==> src/core/smi2c_defs.svh <==
// timing and field constants for the serial memory two-wire slave
`ifndef SMI2C_DEFS_SVH
`define SMI2C_DEFS_SVH
`define SMI2C_MEM_PREFIX 4'b1010
`define SMI2C_HS_CODE 5'b0000_1
`define SMI2C_ADDR_W 16
`define SMI2C_ADDR_RST 16'h0000
`define SMI2C_ADDR_LAST 16'hFFFF
`define SMI2C_CLK_HZ 50000000
`define SMI2C_FSCL_MAX_HZ 3400000
`define SMI2C_MIN_SAMPLES_PER_HALF ((`SMI2C_CLK_HZ / (2 * `SMI2C_FSCL_MAX_HZ)))
`endif

==> src/core/smi2c_pkg.sv <==
// types for the serial memory two-wire slave
package smi2c_pkg;
    typedef enum logic [2:0]
    {
        SMI2C_IDLE = 3'b000,
        SMI2C_SEL = 3'b001,
        SMI2C_ADDR_HI = 3'b010,
        SMI2C_ADDR_LO = 3'b011,
        SMI2C_WDATA = 3'b100,
        SMI2C_RDATA = 3'b101,
        SMI2C_IGNORE = 3'b110
    } smi2c_state_t;
endpackage : smi2c_pkg

==> src/core/smi2c_slave.sv <==
// two-wire memory slave front end with synchronisers and byte engine
// Summary of operation
// - only seven-bit slave addresses are recognised after a start
// - eighth select bit: one means read, zero means write
// - matching select byte is acknowledged and transaction continues
// - non-matching select: ignore data line until stop or repeated start
// - receiver drives data low in the ninth clock to acknowledge
// - write address increments at end of ninth clock, read address at its start
// - address wraps from top to zero, bursts keep going
// - stop or repeated start ends a write burst
// - reads start at current address, next after last access
// - address-only write then restart sets read address, stores nothing
// - master nack on read makes device release data line
// - data changes only while clock low except start and stop
// - start is data falling while clock high
// - stop is data rising while clock high, ends transaction
// - bus busy from start until stop
// - repeated start abandons transaction, bus stays busy, expects select
// - bytes are eight bits, msb first, then acknowledge slot
// - transmitter releases data line after a byte for acknowledge
// - missing acknowledge aborts the current operation
// - protected write bytes are not acknowledged
// - works up to high-speed bus clock rate
// - memory address is sixteen bits, high byte first
// - memory selected by fixed prefix and matching strap bits
// - high-speed master code is not acknowledged, mode ends at stop
`timescale 1ns/10ps
`include "smi2c_defs.svh"
module smi2c_slave
(
    input wire logic clk_in,
    input wire logic rst_in,
    input wire logic scl_in,
    input wire logic sda_in,
    input wire logic [2:0] strap_in,
    input wire logic write_protect_in,
    input wire logic [7:0] mem_rdata_in,
    output logic sda_out,
    output logic sda_oe_out,
    output logic [15:0] mem_addr_out,
    output logic [7:0] mem_wdata_out,
    output logic mem_we_out,
    output logic bus_busy_out,
    output logic hs_mode_out
);
    // ==========================================================
    // synchronisers and edge detection
    logic [1:0] scl_sync;
    logic [1:0] sda_sync;
    logic scl_d;
    logic sda_d;
    always_ff @(posedge clk_in or posedge rst_in)
    begin
        if (rst_in)
        begin
            scl_sync <= 2'h3;
            sda_sync <= 2'h3;
            scl_d <= 1'b1;
            sda_d <= 1'b1;
        end
        else
        begin
            scl_sync <= {scl_sync[0], scl_in};
            sda_sync <= {sda_sync[0], sda_in};
            scl_d <= scl_sync[1];
            sda_d <= sda_sync[1];
        end
    end
    logic scl_rise;
    logic scl_fall;
    logic start_det;
    logic stop_det;
    assign scl_rise = scl_sync[1] & ~scl_d;
    assign scl_fall = ~scl_sync[1] & scl_d;
    assign start_det = scl_sync[1] & scl_d & sda_d & ~sda_sync[1];
    assign stop_det = scl_sync[1] & scl_d & ~sda_d & sda_sync[1];

    // ==========================================================
    // decode helpers
    function automatic logic sel_match(input logic [7:0] b, input logic [2:0] s);
        sel_match = (b[7:4] == `SMI2C_MEM_PREFIX) && (b[3:1] == s);
    endfunction : sel_match
    function automatic logic is_hs_code(input logic [7:0] b);
        is_hs_code = (b[7:3] == `SMI2C_HS_CODE);
    endfunction : is_hs_code

    // ==========================================================
    // bit engine state
    smi2c_pkg::smi2c_state_t state;
    logic [3:0] bitcnt;
    logic [7:0] shreg;
    logic [7:0] txreg;
    logic ack_slot;
    logic ack_drive;
    logic master_nack;
    logic [7:0] addr_hi;
    logic [2:0] strap;
    // strap pins are resampled every clock after reset release through the synchroniser path
    logic [1:0] strap_s0;
    logic [1:0] strap_s1;
    logic [1:0] strap_s2;
    always_ff @(posedge clk_in or posedge rst_in)
    begin
        if (rst_in)
        begin
            strap_s0 <= 2'h0;
            strap_s1 <= 2'h0;
            strap_s2 <= 2'h0;
            strap <= 3'h0;
        end
        else
        begin
            strap_s0 <= {strap_s0[0], strap_in[0]};
            strap_s1 <= {strap_s1[0], strap_in[1]};
            strap_s2 <= {strap_s2[0], strap_in[2]};
            strap <= {strap_s2[1], strap_s1[1], strap_s0[1]};
        end
    end
    logic [1:0] wp_sync;
    always_ff @(posedge clk_in or posedge rst_in)
    begin
        if (rst_in)
            wp_sync <= 2'h0;
        else
            wp_sync <= {wp_sync[0], write_protect_in};
    end

    logic [7:0] rx_byte;
    assign rx_byte = {shreg[6:0], sda_sync[1]};

    // ==========================================================
    // bus busy and high-speed mode
    always_ff @(posedge clk_in or posedge rst_in)
    begin
        if (rst_in)
            bus_busy_out <= 1'b0;
        else if (stop_det)
            bus_busy_out <= 1'b0;
        else if (start_det)
            bus_busy_out <= 1'b1;
    end
    always_ff @(posedge clk_in or posedge rst_in)
    begin
        if (rst_in)
            hs_mode_out <= 1'b0;
        else if (stop_det)
            hs_mode_out <= 1'b0;
        else if (scl_rise && state == smi2c_pkg::SMI2C_SEL && bitcnt == 4'h7
                 && is_hs_code(rx_byte))
            hs_mode_out <= 1'b1;
    end

    // ==========================================================
    // byte engine: bits sampled on rising scl, moved on falling scl
    always_ff @(posedge clk_in or posedge rst_in)
    begin
        if (rst_in)
        begin
            state <= smi2c_pkg::SMI2C_IDLE;
            bitcnt <= 4'h0;
            shreg <= 8'h00;
            txreg <= 8'h00;
            ack_slot <= 1'b0;
            ack_drive <= 1'b0;
            master_nack <= 1'b0;
            addr_hi <= 8'h00;
            mem_addr_out <= `SMI2C_ADDR_RST;
            mem_wdata_out <= 8'h00;
            mem_we_out <= 1'b0;
            sda_out <= 1'b0;
            sda_oe_out <= 1'b0;
        end
        else
        begin
            mem_we_out <= 1'b0;
            sda_out <= 1'b0;
            if (stop_det)
            begin
                state <= smi2c_pkg::SMI2C_IDLE;
                sda_oe_out <= 1'b0;
                ack_slot <= 1'b0;
            end
            else if (start_det)
            begin
                state <= smi2c_pkg::SMI2C_SEL;
                bitcnt <= 4'h0;
                sda_oe_out <= 1'b0;
                ack_slot <= 1'b0;
            end
            else if (scl_rise && state != smi2c_pkg::SMI2C_IDLE
                     && state != smi2c_pkg::SMI2C_IGNORE)
            begin
                if (ack_slot)
                    master_nack <= sda_sync[1];
                else
                begin
                    shreg <= rx_byte;
                    bitcnt <= bitcnt + 4'h1;
                end
            end
            else if (scl_fall && state != smi2c_pkg::SMI2C_IDLE
                     && state != smi2c_pkg::SMI2C_IGNORE)
            begin
                if (!ack_slot && bitcnt == 4'h8)
                begin
                    // ninth clock begins: decide acknowledge, step read address
                    ack_slot <= 1'b1;
                    bitcnt <= 4'h0;
                    ack_drive <= 1'b0;
                    sda_oe_out <= 1'b0;
                    case (state)
                        smi2c_pkg::SMI2C_SEL:
                        begin
                            if (sel_match(shreg, strap))
                            begin
                                ack_drive <= 1'b1;
                                sda_oe_out <= 1'b1;
                            end
                        end
                        smi2c_pkg::SMI2C_ADDR_HI, smi2c_pkg::SMI2C_ADDR_LO:
                        begin
                            ack_drive <= 1'b1;
                            sda_oe_out <= 1'b1;
                        end
                        smi2c_pkg::SMI2C_WDATA:
                        begin
                            if (!wp_sync[1])
                            begin
                                ack_drive <= 1'b1;
                                sda_oe_out <= 1'b1;
                                mem_wdata_out <= shreg;
                                mem_we_out <= 1'b1;
                            end
                        end
                        smi2c_pkg::SMI2C_RDATA:
                        begin
                            // next read byte address stepped and fetched
                            mem_addr_out <= mem_addr_out + 16'h0001;
                        end
                        default:
                        begin
                            ack_drive <= 1'b0;
                        end
                    endcase
                end
                else if (ack_slot)
                begin
                    // end of ninth clock: move to next phase
                    ack_slot <= 1'b0;
                    sda_oe_out <= 1'b0;
                    case (state)
                        smi2c_pkg::SMI2C_SEL:
                        begin
                            if (!ack_drive)
                                state <= smi2c_pkg::SMI2C_IGNORE;
                            else if (shreg[0])
                            begin
                                state <= smi2c_pkg::SMI2C_RDATA;
                                txreg <= {mem_rdata_in[6:0], 1'b0};
                                sda_oe_out <= ~mem_rdata_in[7];
                            end
                            else
                                state <= smi2c_pkg::SMI2C_ADDR_HI;
                        end
                        smi2c_pkg::SMI2C_ADDR_HI:
                        begin
                            addr_hi <= shreg;
                            state <= smi2c_pkg::SMI2C_ADDR_LO;
                        end
                        smi2c_pkg::SMI2C_ADDR_LO:
                        begin
                            mem_addr_out <= {addr_hi, shreg};
                            state <= smi2c_pkg::SMI2C_WDATA;
                        end
                        smi2c_pkg::SMI2C_WDATA:
                        begin
                            if (ack_drive)
                                mem_addr_out <= mem_addr_out + 16'h0001;
                            else
                                state <= smi2c_pkg::SMI2C_IGNORE;
                        end
                        smi2c_pkg::SMI2C_RDATA:
                        begin
                            if (master_nack)
                                state <= smi2c_pkg::SMI2C_IGNORE;
                            else
                            begin
                                txreg <= {mem_rdata_in[6:0], 1'b0};
                                sda_oe_out <= ~mem_rdata_in[7];
                            end
                        end
                        default:
                        begin
                            state <= smi2c_pkg::SMI2C_IGNORE;
                        end
                    endcase
                end
                else if (state == smi2c_pkg::SMI2C_RDATA)
                begin
                    // shift next read bit out while clock low
                    if (bitcnt == 4'h8)
                        sda_oe_out <= 1'b0;
                    else
                    begin
                        sda_oe_out <= ~txreg[7];
                        txreg <= {txreg[6:0], 1'b0};
                    end
                end
            end
        end
    end

    // ==========================================================
    // checks
    property p_start_busy;
        @(posedge clk_in) disable iff (rst_in)
        start_det && !stop_det |=> bus_busy_out;
    endproperty
    a_start_busy: assert property (p_start_busy) else $error("busy not set");
    property p_stop_idle;
        @(posedge clk_in) disable iff (rst_in)
        stop_det |=> state == smi2c_pkg::SMI2C_IDLE && !sda_oe_out && !hs_mode_out;
    endproperty
    a_stop_idle: assert property (p_stop_idle) else $error("stop not honoured");
    property p_open_drain;
        @(posedge clk_in) disable iff (rst_in)
        !sda_out;
    endproperty
    a_open_drain: assert property (p_open_drain) else $error("sda driven high");
    property p_sda_stable_high;
        @(posedge clk_in) disable iff (rst_in)
        scl_sync[1] && scl_d && !start_det && !stop_det |=> $stable(sda_oe_out);
    endproperty
    a_sda_stable_high: assert property (p_sda_stable_high) else $error("sda moved");
    property p_ignore_quiet;
        @(posedge clk_in) disable iff (rst_in)
        state == smi2c_pkg::SMI2C_IGNORE && !start_det |=> !sda_oe_out && !mem_we_out;
    endproperty
    a_ignore_quiet: assert property (p_ignore_quiet) else $error("ignored bus driven");
    property p_restart_sel;
        @(posedge clk_in) disable iff (rst_in)
        start_det && !stop_det |=> state == smi2c_pkg::SMI2C_SEL && bitcnt == 4'h0;
    endproperty
    a_restart_sel: assert property (p_restart_sel) else $error("no fresh select");
    property p_wp_no_write;
        @(posedge clk_in) disable iff (rst_in)
        wp_sync[1] && $past(wp_sync[1]) |-> !mem_we_out;
    endproperty
    a_wp_no_write: assert property (p_wp_no_write) else $error("protected write");
    property p_write_step;
        @(posedge clk_in) disable iff (rst_in)
        mem_we_out |-> ##[1:1000] ((mem_addr_out == $past(mem_addr_out) + 16'h0001)
            || state != smi2c_pkg::SMI2C_WDATA);
    endproperty
    a_write_step: assert property (p_write_step) else $error("address not stepped");
endmodule : smi2c_slave

==> config.mk <==
export PLATFORM = sky130hd
export DESIGN_NAME = smi2c_slave
export DESIGN_NICKNAME = d
export VERILOG_FILES = /design/src/core/smi2c_pkg.sv /design/src/core/smi2c_slave.sv
export VERILOG_INCLUDE_DIRS = /design/src /design/src/core
export SDC_FILE = /design/constraint.sdc
export NUM_CORES = 1
export LEC_CHECK = 0
export BUFFER_PORTS_ARGS = -buffer_cell sky130_fd_sc_hd__buf_2
export CORE_MARGIN = 2
export CORE_UTILIZATION = 57
export DETAILED_ROUTE_END_ITERATION = 7
export PLACE_DENSITY = 0.86
export SYNTH_ARGS = -nofsm -noshare
export SYNTH_HDL_FRONTEND = slang
export SYNTH_SLANG_ARGS = --single-unit
==> constraint.sdc <==
create_clock -name clk_in -period 2.8 [get_ports clk_in]
set_input_delay 0.42 -clock clk_in [delete_from_list [all_inputs] [get_ports clk_in]]
set_output_delay 0.42 -clock clk_in [all_outputs]
set_load 0.02 [all_outputs]
; ---- After elaboration in Yosys (flattened, before gate mapping)
; Cells that the tools add are included.
[word_totals]
ff_bits = 79
output_inout_bits = 29
input_bits = 16
elab_cells = 158
[op_classes]
n_reduce_logical = 34
bitwise = 19
n_eq_ne = 22
add_sub_neg = 2
muxes = 58
[op_table]
columns = op, count
row1 = $mux 16, 4
row2 = $mux 8, 6
row3 = $pmux 16 s2, 1
row4 = $mux 3, 10
row5 = $mux 1, 28
row6 = $ne 3x3->1 const B, 8
row7 = $mux 4, 5
row8 = $reduce_bool 3->1, 6
row9 = $add 16x1->16 const B, 1
row10 = $pmux 8 s2, 1
row11 = $pmux 3 s5, 1
row12 = $reduce_and 7->1, 2
row13 = $not 1->1, 12
row14 = $reduce_and 4->1, 3
row15 = $reduce_and 11->1, 1
row16 = $reduce_bool 2->1, 5
row17 = $logic_and 1x1->1, 9
row18 = $eq 4x4->1 const B, 2
row19 = $ne 4x4->1 const B, 2
row20 = $reduce_and 8->1, 1
row21 = $and 1x1->1, 7
row22 = $eq 3x2->1 const B, 2
row23 = $eq 3x3->1 const B, 2
row24 = $reduce_and 6->1, 1
row25 = other kinds (15), 15

; ---- Depth between registers and ports, before layout
; Gate-level depths: netlist of run 1.
[logic_depth]
ltp_word = 10
ltp_mapped = 9
ltp_nobuf = 7

; ---- Worst setup path before layout of run 1
; No wires, ideal clock.
[synth_path]
kind = reg2reg
start = register bitcnt[0]
end = register txreg[2]
slack_ns = 0.942
arrival_time_ns = 1.733
period_less_slack_ns = 1.858
n_path_buf = 0
setup_ns = 0.125
required_time_ns = 2.675
stages_incl_launch_ff = 8
path_cell_list = dfrtp_1 -> inv_1 -> ha_1 -> nand3b_1 -> a21oi_1 -> a31o_2 -> nor4_4 -> mux2_2
[synth_via]
elab_chain_len = 4
word_cells_on_any_way = 5
classes_between = eq/ne (2) / bitwise (1) / reduce/logical (2)
[synth_rtl]
columns = item, line_no
row1 = from (decl), smi2c_slave.sv:90  ; logic [3:0] bitcnt;
row2 = from (signal assigned), smi2c_slave.sv:198  ; bitcnt <= bitcnt + 4'h1;
row3 = $eq 4x4->1 (*), "smi2c_slave.sv:204, smi2c_slave.sv:301"
row4 = "parallel branches: the longest is 2 deep, another holds $ne 2x2->1", -
row5 = $reduce_and 11->1 (no source line) (*), -
row6 = to (signal assigned), smi2c_slave.sv:259  ; txreg <= {mem_rdata_in[6:0], 1'b0};
row7 = to (signal assigned), smi2c_slave.sv:288  ; txreg <= {mem_rdata_in[6:0], 1'b0};
row8 = to (signal assigned), smi2c_slave.sv:306  ; txreg <= {txreg[6:0], 1'b0};
row9 = to (decl), smi2c_slave.sv:92  ; logic [7:0] txreg;
; Mark *: on every way between the ends.
; A chain may end at the register's enable or synchronous reset.

; ---- Worst setup path in the final report of run 1
[layout_path]
start = register state[2]
end = register mem_addr_out[12]
[layout_via]
elab_chain_len = 5
word_cells_on_any_way = 17
classes_between = eq/ne (6) / mux (3) / bitwise (1) / reduce/logical (7)
[layout_rtl]
columns = item, line_no
row1 = from (decl), smi2c_slave.sv:89  ; smi2c_pkg::smi2c_state_t state;
row2 = from (signal assigned), smi2c_slave.sv:159  ; state <= smi2c_pkg::SMI2C_IDLE;
row3 = from (signal assigned), smi2c_slave.sv:179  ; state <= smi2c_pkg::SMI2C_IDLE;
row4 = from (signal assigned), smi2c_slave.sv:185  ; state <= smi2c_pkg::SMI2C_SEL;
row5 = "parallel branches: the longest is 5 deep, another holds $pmux 16 s2", -
row6 = to (signal assigned), smi2c_slave.sv:167  ; mem_addr_out <= `SMI2C_ADDR_RST;
row7 = to (signal assigned), smi2c_slave.sv:238  ; mem_addr_out <= mem_addr_out + 16'h0001;
row8 = to (signal assigned), smi2c_slave.sv:272  ; mem_addr_out <= {addr_hi, shreg};
row9 = to (decl), smi2c_slave.sv:40  ; output logic [15:0] mem_addr_out,
; Several ways; the timed one is not identified. The select of a mux whose other input is x is not followed.

==> Flow_metrics.wiki, run 1 <==
{| class="wikitable"
! Metric !! Value
|-
| Final Hold Fails || 0
|-
| Gp weighted congestion || 0.874
|-
| # setup viols final || 0
|-
| Final antenna-violating net count || 0
|-
| Port Buffers || 43
|-
| Setup slack after layout || 0.564 ns
|-
| Final Routed Wirelength || 7.88 mm
|-
| Clock tree from TritonCTS || done
|-
| Number of remaining DRC errors || 0
|-
| Max-slew violation total from the final report || 0
|-
| Overall fraction of global-route tracks in use || 23.7%
|-
| Warnings from Yosys || 0
|-
| Placed standard-cell area || 3920 sq um
|-
| # diodes || 0
|-
| Flop2flop setup slack || 0.56 ns
|-
| Setup bufs post-CTS || 0
|-
| Crit path cell chain || or3b_2, o21a_1, or2_2, a21oi_1, a21oi_1
|-
| Worst setup timing slack at the placement stage || 0.607 ns
|-
| Later-pin clock latency in the skew report || 0.35 ns
|-
| Category of cells accounting for the largest share of critical-path delay || simple AND/OR/NAND/NOR gates
|-
| WL per Instance || 17.2 microns
|-
| Result of the run || finished clean
|-
| Highest ir drop seen on vdd || 407 uV
|-
| Post-Synthesis Cell Area || 3620 sq um
|-
| Leakage component of the power || approximately 1.9 nW
|-
| Initial Util || around 58%
|-
| Rows || 29
|-
| Bufs and invs on worst path || 0
|-
| Via count of the first global-routing pass || 2751
|-
| Peak fanout along the critical path || 14
|-
| Int Power || 1.71 mW
|-
| Setup tns final || 0 ns
|-
| Class of the most critical hold timing path || input pin to asynchronous set/reset pin
|-
| Clock-pin slew on the worst setup and hold paths || 0.08 ns
|-
| Congestion Overflow GR || 0
|-
| Worst EP required || about 3 ns
|-
| Clock buffer depth || 2
|-
| Buffer cell driving the clock tree root || clkbuf_8
|-
| Average cell area after synthesis || approximately 11 sq um
|-
| Setup repair after global routing missed its margin || false
|-
| Power spent charging and discharging nets || 0.736 mW
|-
| Number of top-level pins || 45
|-
| Post-route non-filler standard cell count || 459
|-
| Share of final-layout standard cells stronger than drive strength 1 || between 30% and 40%
|-
| Total power density per cell area || 596 nW/um^2
|-
| Switching portion of total power || approximately 30%
|-
| Setup crit end kind || flip-flop
|-
| Peak clock frequency supported by timing || 447 MHz
|-
| Classification of the worst setup path || flip-flop to flip-flop
|-
| First-pass detailed-route iteration total || 4
|-
| Htree depth || 3
|-
| Area share of the largest cell type after synthesis || 49.8%
|-
| Worst setup path startpoint || state[2]
|-
| Setup clock skew after layout || roughly 0.011 ns
|-
| DIE AREA || 7010 sq um
|-
| Number of sinks on the clock net || 78
|-
| Die width || 83.7 microns
|-
| Portion of total power attributed to combinational logic || 12.2%
|-
| Number of stages on the worst setup path || 5
|-
| Hold buffer count at cts || 0
|-
| Final #Nets || ~400
|-
| Cell count after synthesis || 333
|-
| Crit Reg-Reg Startpoint || state[2]
|-
| Worst R2R End || mem_addr_out[12]
|-
| Slowest cell on the critical path || dfrtp_1
|-
| Flip-flop and latch count after synthesis || just under 80
|-
| Filler cell count in the final layout || 493
|-
| Standard cell core area || 6240 sq um
|-
| Cells resized by post-CTS repair || 0
|-
| Iteration-0 DRC count of the detailed router || 180
|-
| Maximum Capacitance Violations || 0
|-
| Fraction of power consumed by the clock network || 31.3%
|-
| Final period demand of the worst path || 2.24 ns
|-
| Dominant synthesized flop cell || dfrtp_1
|-
| Largest net degree at the start of global routing || 51
|-
| Layout Area Growth over Synthesis || 13.1%
|-
| Number of vias after detailed routing || 2821
|-
| Post-synth EDFFs || 0
|-
| Placed wire-length estimate || 5.31 mm
|-
| Main area contributors after synthesis || dfrtp_1 50%, mux2_2 11%, dfstp_2 4.4%
|-
| Sequential element share of the synthesized area || 54.1%
|-
| Worst Reg2Reg Path Length in Cells || 5
|-
| Sequential share of power || 56.5%
|-
| Worst Setup EP || mem_addr_out[12]
|-
| Die height || 83.7 microns
|-
| Worst-case headroom to the max-slew limit || 59.7%
|-
| Unique masters post-synth || 51
|-
| Fraction of registers with async set/reset || 100%
|-
| Highest cell delay on the worst timing path || roughly 0.63 ns
|-
| Antenna violations before repair || 0
|-
| Actual slew at the worst max-slew pin || 0.604 ns
|-
| DR vias/cell || 6.15
|-
| First-pass GRT wire length || 13.2 mm
|-
| Crit path launch type || flip-flop
|-
| Data arrival time of the critical path || about 2.5 ns
|-
| Number of cells in the design after placement || 443
|-
| Share of the cycle needed by the critical path after routing || 79.9%
|-
| Inserted Clock Buffers || 9
|-
| Most frequent cell on the critical path || a21oi_1
|-
| Net count after synthesis || about 350
|-
| Most area-hungry cell type in the Yosys netlist || dfrtp_1
|-
| Final non-filler cell area || 4090 sq um
|}
[state kept, by name, summed over array words and instances (netlist names), 3 cells and up]
register	cells
state	3
bitcnt	4
mem_wdata_out	8
txreg	7
mem_addr_out	16
strap	3
addr_hi	8
shreg	8
[worst min-delay path by stage]
stage / from / to / slack (ns)
2_1_floorplan: strap_s0[1] / strap[0] / 0.33
6_report: rst_in / strap_s0[0] / 0.13
3_3_place_gp: strap_s0[1] / strap[0] / 0.33
3_5_place_dp: strap_s0[1] / strap[0] / 0.33
5_1_grt: sda_in / sda_sync[0] / 0.16
4_1_cts: rst_in / strap_s0[0] / 0.14
[synth_stat cells, types with 2 or more instances]
cell type and instances:
dfrtp_1 72, mux2_2 35, nand2_1 33, o21ai_0 31, a21oi_1 30, nor2_1 12
nand3_1 9, a31oi_1 8, clkbuf_1 8, inv_1 8, buf_2 7, o22ai_1 7
dfstp_2 6, nor4_1 5, nand4_1 4, nor2b_1 4, a2bb2oi_1 3, ha_1 3
mux2i_1 3, o21a_1 3, or3_1 3, xor2_1 3, a22o_1 2, and4b_1 2
nand2b_1 2, nor3_1 2, o211ai_1 2, o22a_1 2, xnor2_1 2
[power by group through the flow]
stage	sequential (mW)	clock [mW]	combinational, mW
2_1_floorplan	1.32	0	0.233
3_3_place_gp	1.39	0	0.276
3_5_place_dp	1.40	0	0.297
4_1_cts	1.38	0.783	0.301
5_1_grt	1.39	0.823	0.336
6_report	1.38	0.764	0.299
[worst reg2reg max path, stage by stage, from the launching register on]
cell and delay (ns):
dfrtp_1 0.63, or3b_2 0.55, o21a_1 0.32, or2_2 0.37, a21oi_1 0.17, a21oi_1 0.06
[stage by stage]
stage | util [%] | power (mW) | hold slack [ns]
finish | 65.6 | 2.44 | 0.133
detailed placement | 62.8 | 1.69 | 0.335
global placement | 62.8 | 1.67 | 0.332
floorplan | - | 1.56 | 0.331
CTS | 65.6 | 2.46 | 0.143
global route | 65.6 | 2.55 | 0.156
[kinds of logic after synthesis]
kind of cell / Yosys count / synth area share, %
AO/OA/AOI/OAI: 97 / 16.0
XOR/XNOR: 6 / 1.66
adder cells (fa/ha/maj): 3 / 1.04
buffers and inverters: 24 / 2.83
flip-flops: 78 / 54.1
multiplexers: 38 / 11.7
other: 1 / 0.104
AND/OR/NAND/NOR: 86 / 12.5
[area by class of cell]
type                       count  area [sq um]  share of cell area [%]
timing repair buffer          49           273                    6.66
tap                           77          96.3                    2.35
clock inverter                 5          35.0                   0.856
inverter                       8          30.0                   0.733
clock buffer                  11           141                    3.45
multi-input combinational    231          1560                    38.1
sequential                    78          1960                    47.9
[placed cells by master, fill, tap and decap left out, types with 4 or more instances in the layout]
master	instances
nand3_1	9
nand4_1	4
o22ai_1	7
inv_1	7
mux2_2	35
nor4_1	5
a31oi_1	8
nor2b_1	4
nand2_1	33
nor2_1	12
o21ai_0	30
buf_2	43
buf_4	5
a21oi_1	30
dfrtp_1	72
dfstp_2	6
clkbuf_8	10
[metal layers]
layer,up-vias,global-route usage (%),routed length (microns)
met5,-,0,0
met4,0,10.9,171
met3,15,4.35,475
met2,105,38.2,3940
met1,1397,31.5,3290
li1,1304,-,-
(Power assumes the default switching activity.)
==> run 2, diff against run 1 <==
--- a/config.mk
+++ b/config.mk
@@ -8,9 +8,9 @@
 export LEC_CHECK = 0
 export BUFFER_PORTS_ARGS = -buffer_cell sky130_fd_sc_hd__buf_2
 export CORE_MARGIN = 2
-export CORE_UTILIZATION = 57
+export CORE_UTILIZATION = 52
 export DETAILED_ROUTE_END_ITERATION = 7
-export PLACE_DENSITY = 0.86
+export PLACE_DENSITY = 0.83
 export SYNTH_ARGS = -nofsm -noshare
 export SYNTH_HDL_FRONTEND = slang
 export SYNTH_SLANG_ARGS = --single-unit
==> constraint.sdc (replaced) <==
create_clock -name clk_in -period 1.9 [get_ports clk_in]
set_input_delay 0.285 -clock clk_in [delete_from_list [all_inputs] [get_ports clk_in]]
set_output_delay 0.285 -clock clk_in [all_outputs]
set_load 0.02 [all_outputs]
==> run 2 against run 1 <==
  * Cell area is 7.0% higher
  * Routed wire length grew 4.5%
  * Non-clock buffer count up 29
  * Clock power is 56% higher
  * Die area grew 9.1%
  * Global-route usage shrank 0.63 points
  * Hold slack worse by 0.12 ns
  * Critical path type unchanged
  * Largest cell class unchanged
==> Flow_metrics.wiki, run 2 (synthesized netlist as in run 1, its figures left out) <==
{| class="wikitable"
! Metric !! Value
|-
| Result of the run || finished clean (unchanged)
|-
| Top library cells by usage in the layout, fill and taps aside || 72 x dfrtp_1, 43 x buf_2, 35 x mux2_2, 33 x nand2_1, 32 x buf_4 (was 72 x dfrtp_1, 43 x buf_2, 35 x mux2_2, 33 x nand2_1)
|-
| Footprint of the flip-flops and latches || 1960 sq um (unchanged)
|-
| Gp weighted congestion || 0.926 (was 0.874)
|-
| Antenna violations before repair || 0 (unchanged)
|-
| # diodes || 0 (unchanged)
|-
| Clock-pin slew on the worst setup and hold paths || 0.07 ns (was 0.08 ns)
|-
| Final #Nets || 425 (was 396)
|-
| Leakage component of the power || 2.06 nW (was 1.90 nW)
|-
| Setup crit end kind || flip-flop (unchanged)
|-
| Final Routed Wirelength || 8.23 mm (was 7.88 mm)
|-
| Worst EP required || 2.14 ns (was 3.01 ns)
|-
| First-pass detailed-route iteration total || 5 (was 4)
|-
| Final period demand of the worst path || 1.85 ns (was 2.24 ns)
|-
| Later-pin clock latency in the skew report || 0.36 ns (was 0.35 ns)
|-
| Number of top-level pins || 45 (unchanged)
|-
| Initial Util || 53.6% (was 58.0%)
|-
| Final non-filler cell area || 4380 sq um (was 4090 sq um)
|-
| Class of the most critical hold timing path || input pin to asynchronous set/reset pin (unchanged)
|-
| Register name with the most flops || mem_addr_out (unchanged)
|-
| Smallest hold slack || 0.0166 ns (was 0.133 ns)
|-
| Share of final-layout standard cells stronger than drive strength 1 || 35.8% (was 30.1%)
|-
| Number of remaining DRC errors || 0 (unchanged)
|-
| Placed wire-length estimate || 5.73 mm (was 5.31 mm)
|-
| Rows || 30 (was 29)
|-
| Via count of the first global-routing pass || 2782 (was 2751)
|-
| Standard cell core area || 6760 sq um (was 6240 sq um)
|-
| DR vias/cell || 5.88 (was 6.15)
|-
| Crit Reg-Reg Startpoint || bitcnt[1] (was state[2])
|-
| Fraction of the core area covered by cells at the end of the flow || 64.8% (was 65.6%)
|-
| Max-slew violation total from the final report || 0 (unchanged)
|-
| Setup clock skew after layout || 0.0119 ns (was 0.0110 ns)
|-
| # setup viols final || 0 (unchanged)
|-
| Share of the cycle needed by the critical path after routing || 97.2% (was 79.9%)
|-
| Layout Area Growth over Synthesis || 21.0% (was 13.1%)
|-
| Overall fraction of global-route tracks in use || 23.1% (was 23.7%)
|-
| Leading cell type in the layout, fill and taps excluded || dfrtp_1 (unchanged)
|-
| Crit path launch type || flip-flop (unchanged)
|-
| Port Buffers || 43 (unchanged)
|-
| Maximum Capacitance Violations || 0 (unchanged)
|-
| Die width || 87.4 microns (was 83.7 microns)
|-
| Flip-flop count of the largest register, all copies and words added || 16 (unchanged)
|-
| Number of sinks on the clock net || 78 (unchanged)
|-
| Buffer cell driving the clock tree root || clkbuf_8 (unchanged)
|-
| Final antenna-violating net count || 0 (unchanged)
|-
| Inserted Clock Buffers || 9 (unchanged)
|-
| Classification of the worst setup path || flip-flop to flip-flop (unchanged)
|-
| Peak clock frequency supported by timing || 542 MHz (was 447 MHz)
|-
| Worst R2R End || bitcnt[0] (was mem_addr_out[12])
|-
| Number of vias after detailed routing || 2886 (was 2821)
|-
| Placed standard-cell area || 4120 sq um (was 3920 sq um)
|-
| Htree depth || 3 (unchanged)
|-
| Final Hold Fails || 0 (unchanged)
|-
| Clock tree from TritonCTS || done (unchanged)
|-
| Congestion Overflow GR || 0 (unchanged)
|-
| Die height || 87.4 microns (was 83.7 microns)
|-
| Total Power Consumption || 3.79 mW (was 2.44 mW)
|-
| Largest net degree at the start of global routing || 79 (was 51)
|-
| Flop2flop setup slack || 0.05 ns (was 0.56 ns)
|-
| Peak fanout along the critical path || 4 (was 14)
|-
| First-pass GRT wire length || 13.5 mm (was 13.2 mm)
|-
| WL per Instance || 16.8 microns (was 17.2 microns)
|-
| Total area of multi-input combinational cells || 1600 sq um (was 1560 sq um)
|-
| Hold buffer count at cts || 0 (unchanged)
|-
| Filler cell count in the final layout || 536 (was 493)
|-
| Iteration-0 DRC count of the detailed router || 238 (was 180)
|-
| Clock buffer depth || 2 (unchanged)
|-
| Data arrival time of the critical path || 2.09 ns (was 2.45 ns)
|-
| Total power density per cell area || 866 nW/um^2 (was 596 nW/um^2)
|-
| DIE AREA || 7650 sq um (was 7010 sq um)
|-
| Worst Reg2Reg Path Length in Cells || 8 (was 5)
|-
| Highest ir drop seen on vdd || 479 uV (was 407 uV)
|}
[run 2: layout make-up]
class,count,share of cell area [%]
inverters,8,0.771
clock inverters,4,1.09
multi-input cells,231,36.5
flip-flops and latches,78,44.7
repair buffers,78,11.6
well taps,80,2.29
clock buffers,12,3.08
[run 2: how the worst max path moves through the flow]
stage | start | endpoint | slack (ns) | cells after the start
floorplan | bitcnt[0] | txreg[2] | 0.04 | 7
global placement | state[1] | mem_wdata_out[3] | 0.04 | 3
CTS | state[1] | txreg[5] | 0.003 | 6
global route | bitcnt[1] | mem_addr_out[4] | -0.05 | 8
detailed placement | state[1] | mem_wdata_out[7] | -0.04 | 3
finish | bitcnt[1] | bitcnt[0] | 0.05 | 8
[run 2: through the flow]
stage	setup TNS, ns	setup slack, ns	instances
5_1_grt	-0.121	-0.0483	491
4_1_cts	0	0.00275	487
3_5_place_dp	-0.154	-0.0362	470
2_1_floorplan	0	0.0423	333
3_3_place_gp	0	0.0375	470
6_report	0	0.0541	491
[run 2: timing repair]
item / CTS / global route
setup buffers: 1 / 4
setup endpoints to repair: 9 / 26
resized for setup: 2 / 7
cloned: 0 / 0
[run 2: metal layers]
| layer | global-route usage [%] | part of all wire [%] |
|---|---|---|
| met3 | 5.31 | 4.6 |
| met5 | 0 | 0 |
| met1 | 30.2 | 43 |
| met2 | 38.1 | 51 |
| met4 | 7.41 | 1.6 |
[run 2: report_power, final]
part | switching (mW) | total, mW | internal, mW
Clock | 0.587 | 1.19 | 0.604
Combinational | 0.352 | 0.665 | 0.314
Sequential | 0.146 | 1.94 | 1.79
Total | 1.08 | 3.79 | 2.71
[run 2: worst max-delay path, stage by stage (launching register included)]
cell	delay (ns)
dfrtp_1	0.38
inv_1	0.06
ha_1	0.17
and4bb_2	0.28
o211ai_2	0.10
buf_4	0.16
o21ai_0	0.07
nand3_1	0.19
mux2_2	0.32
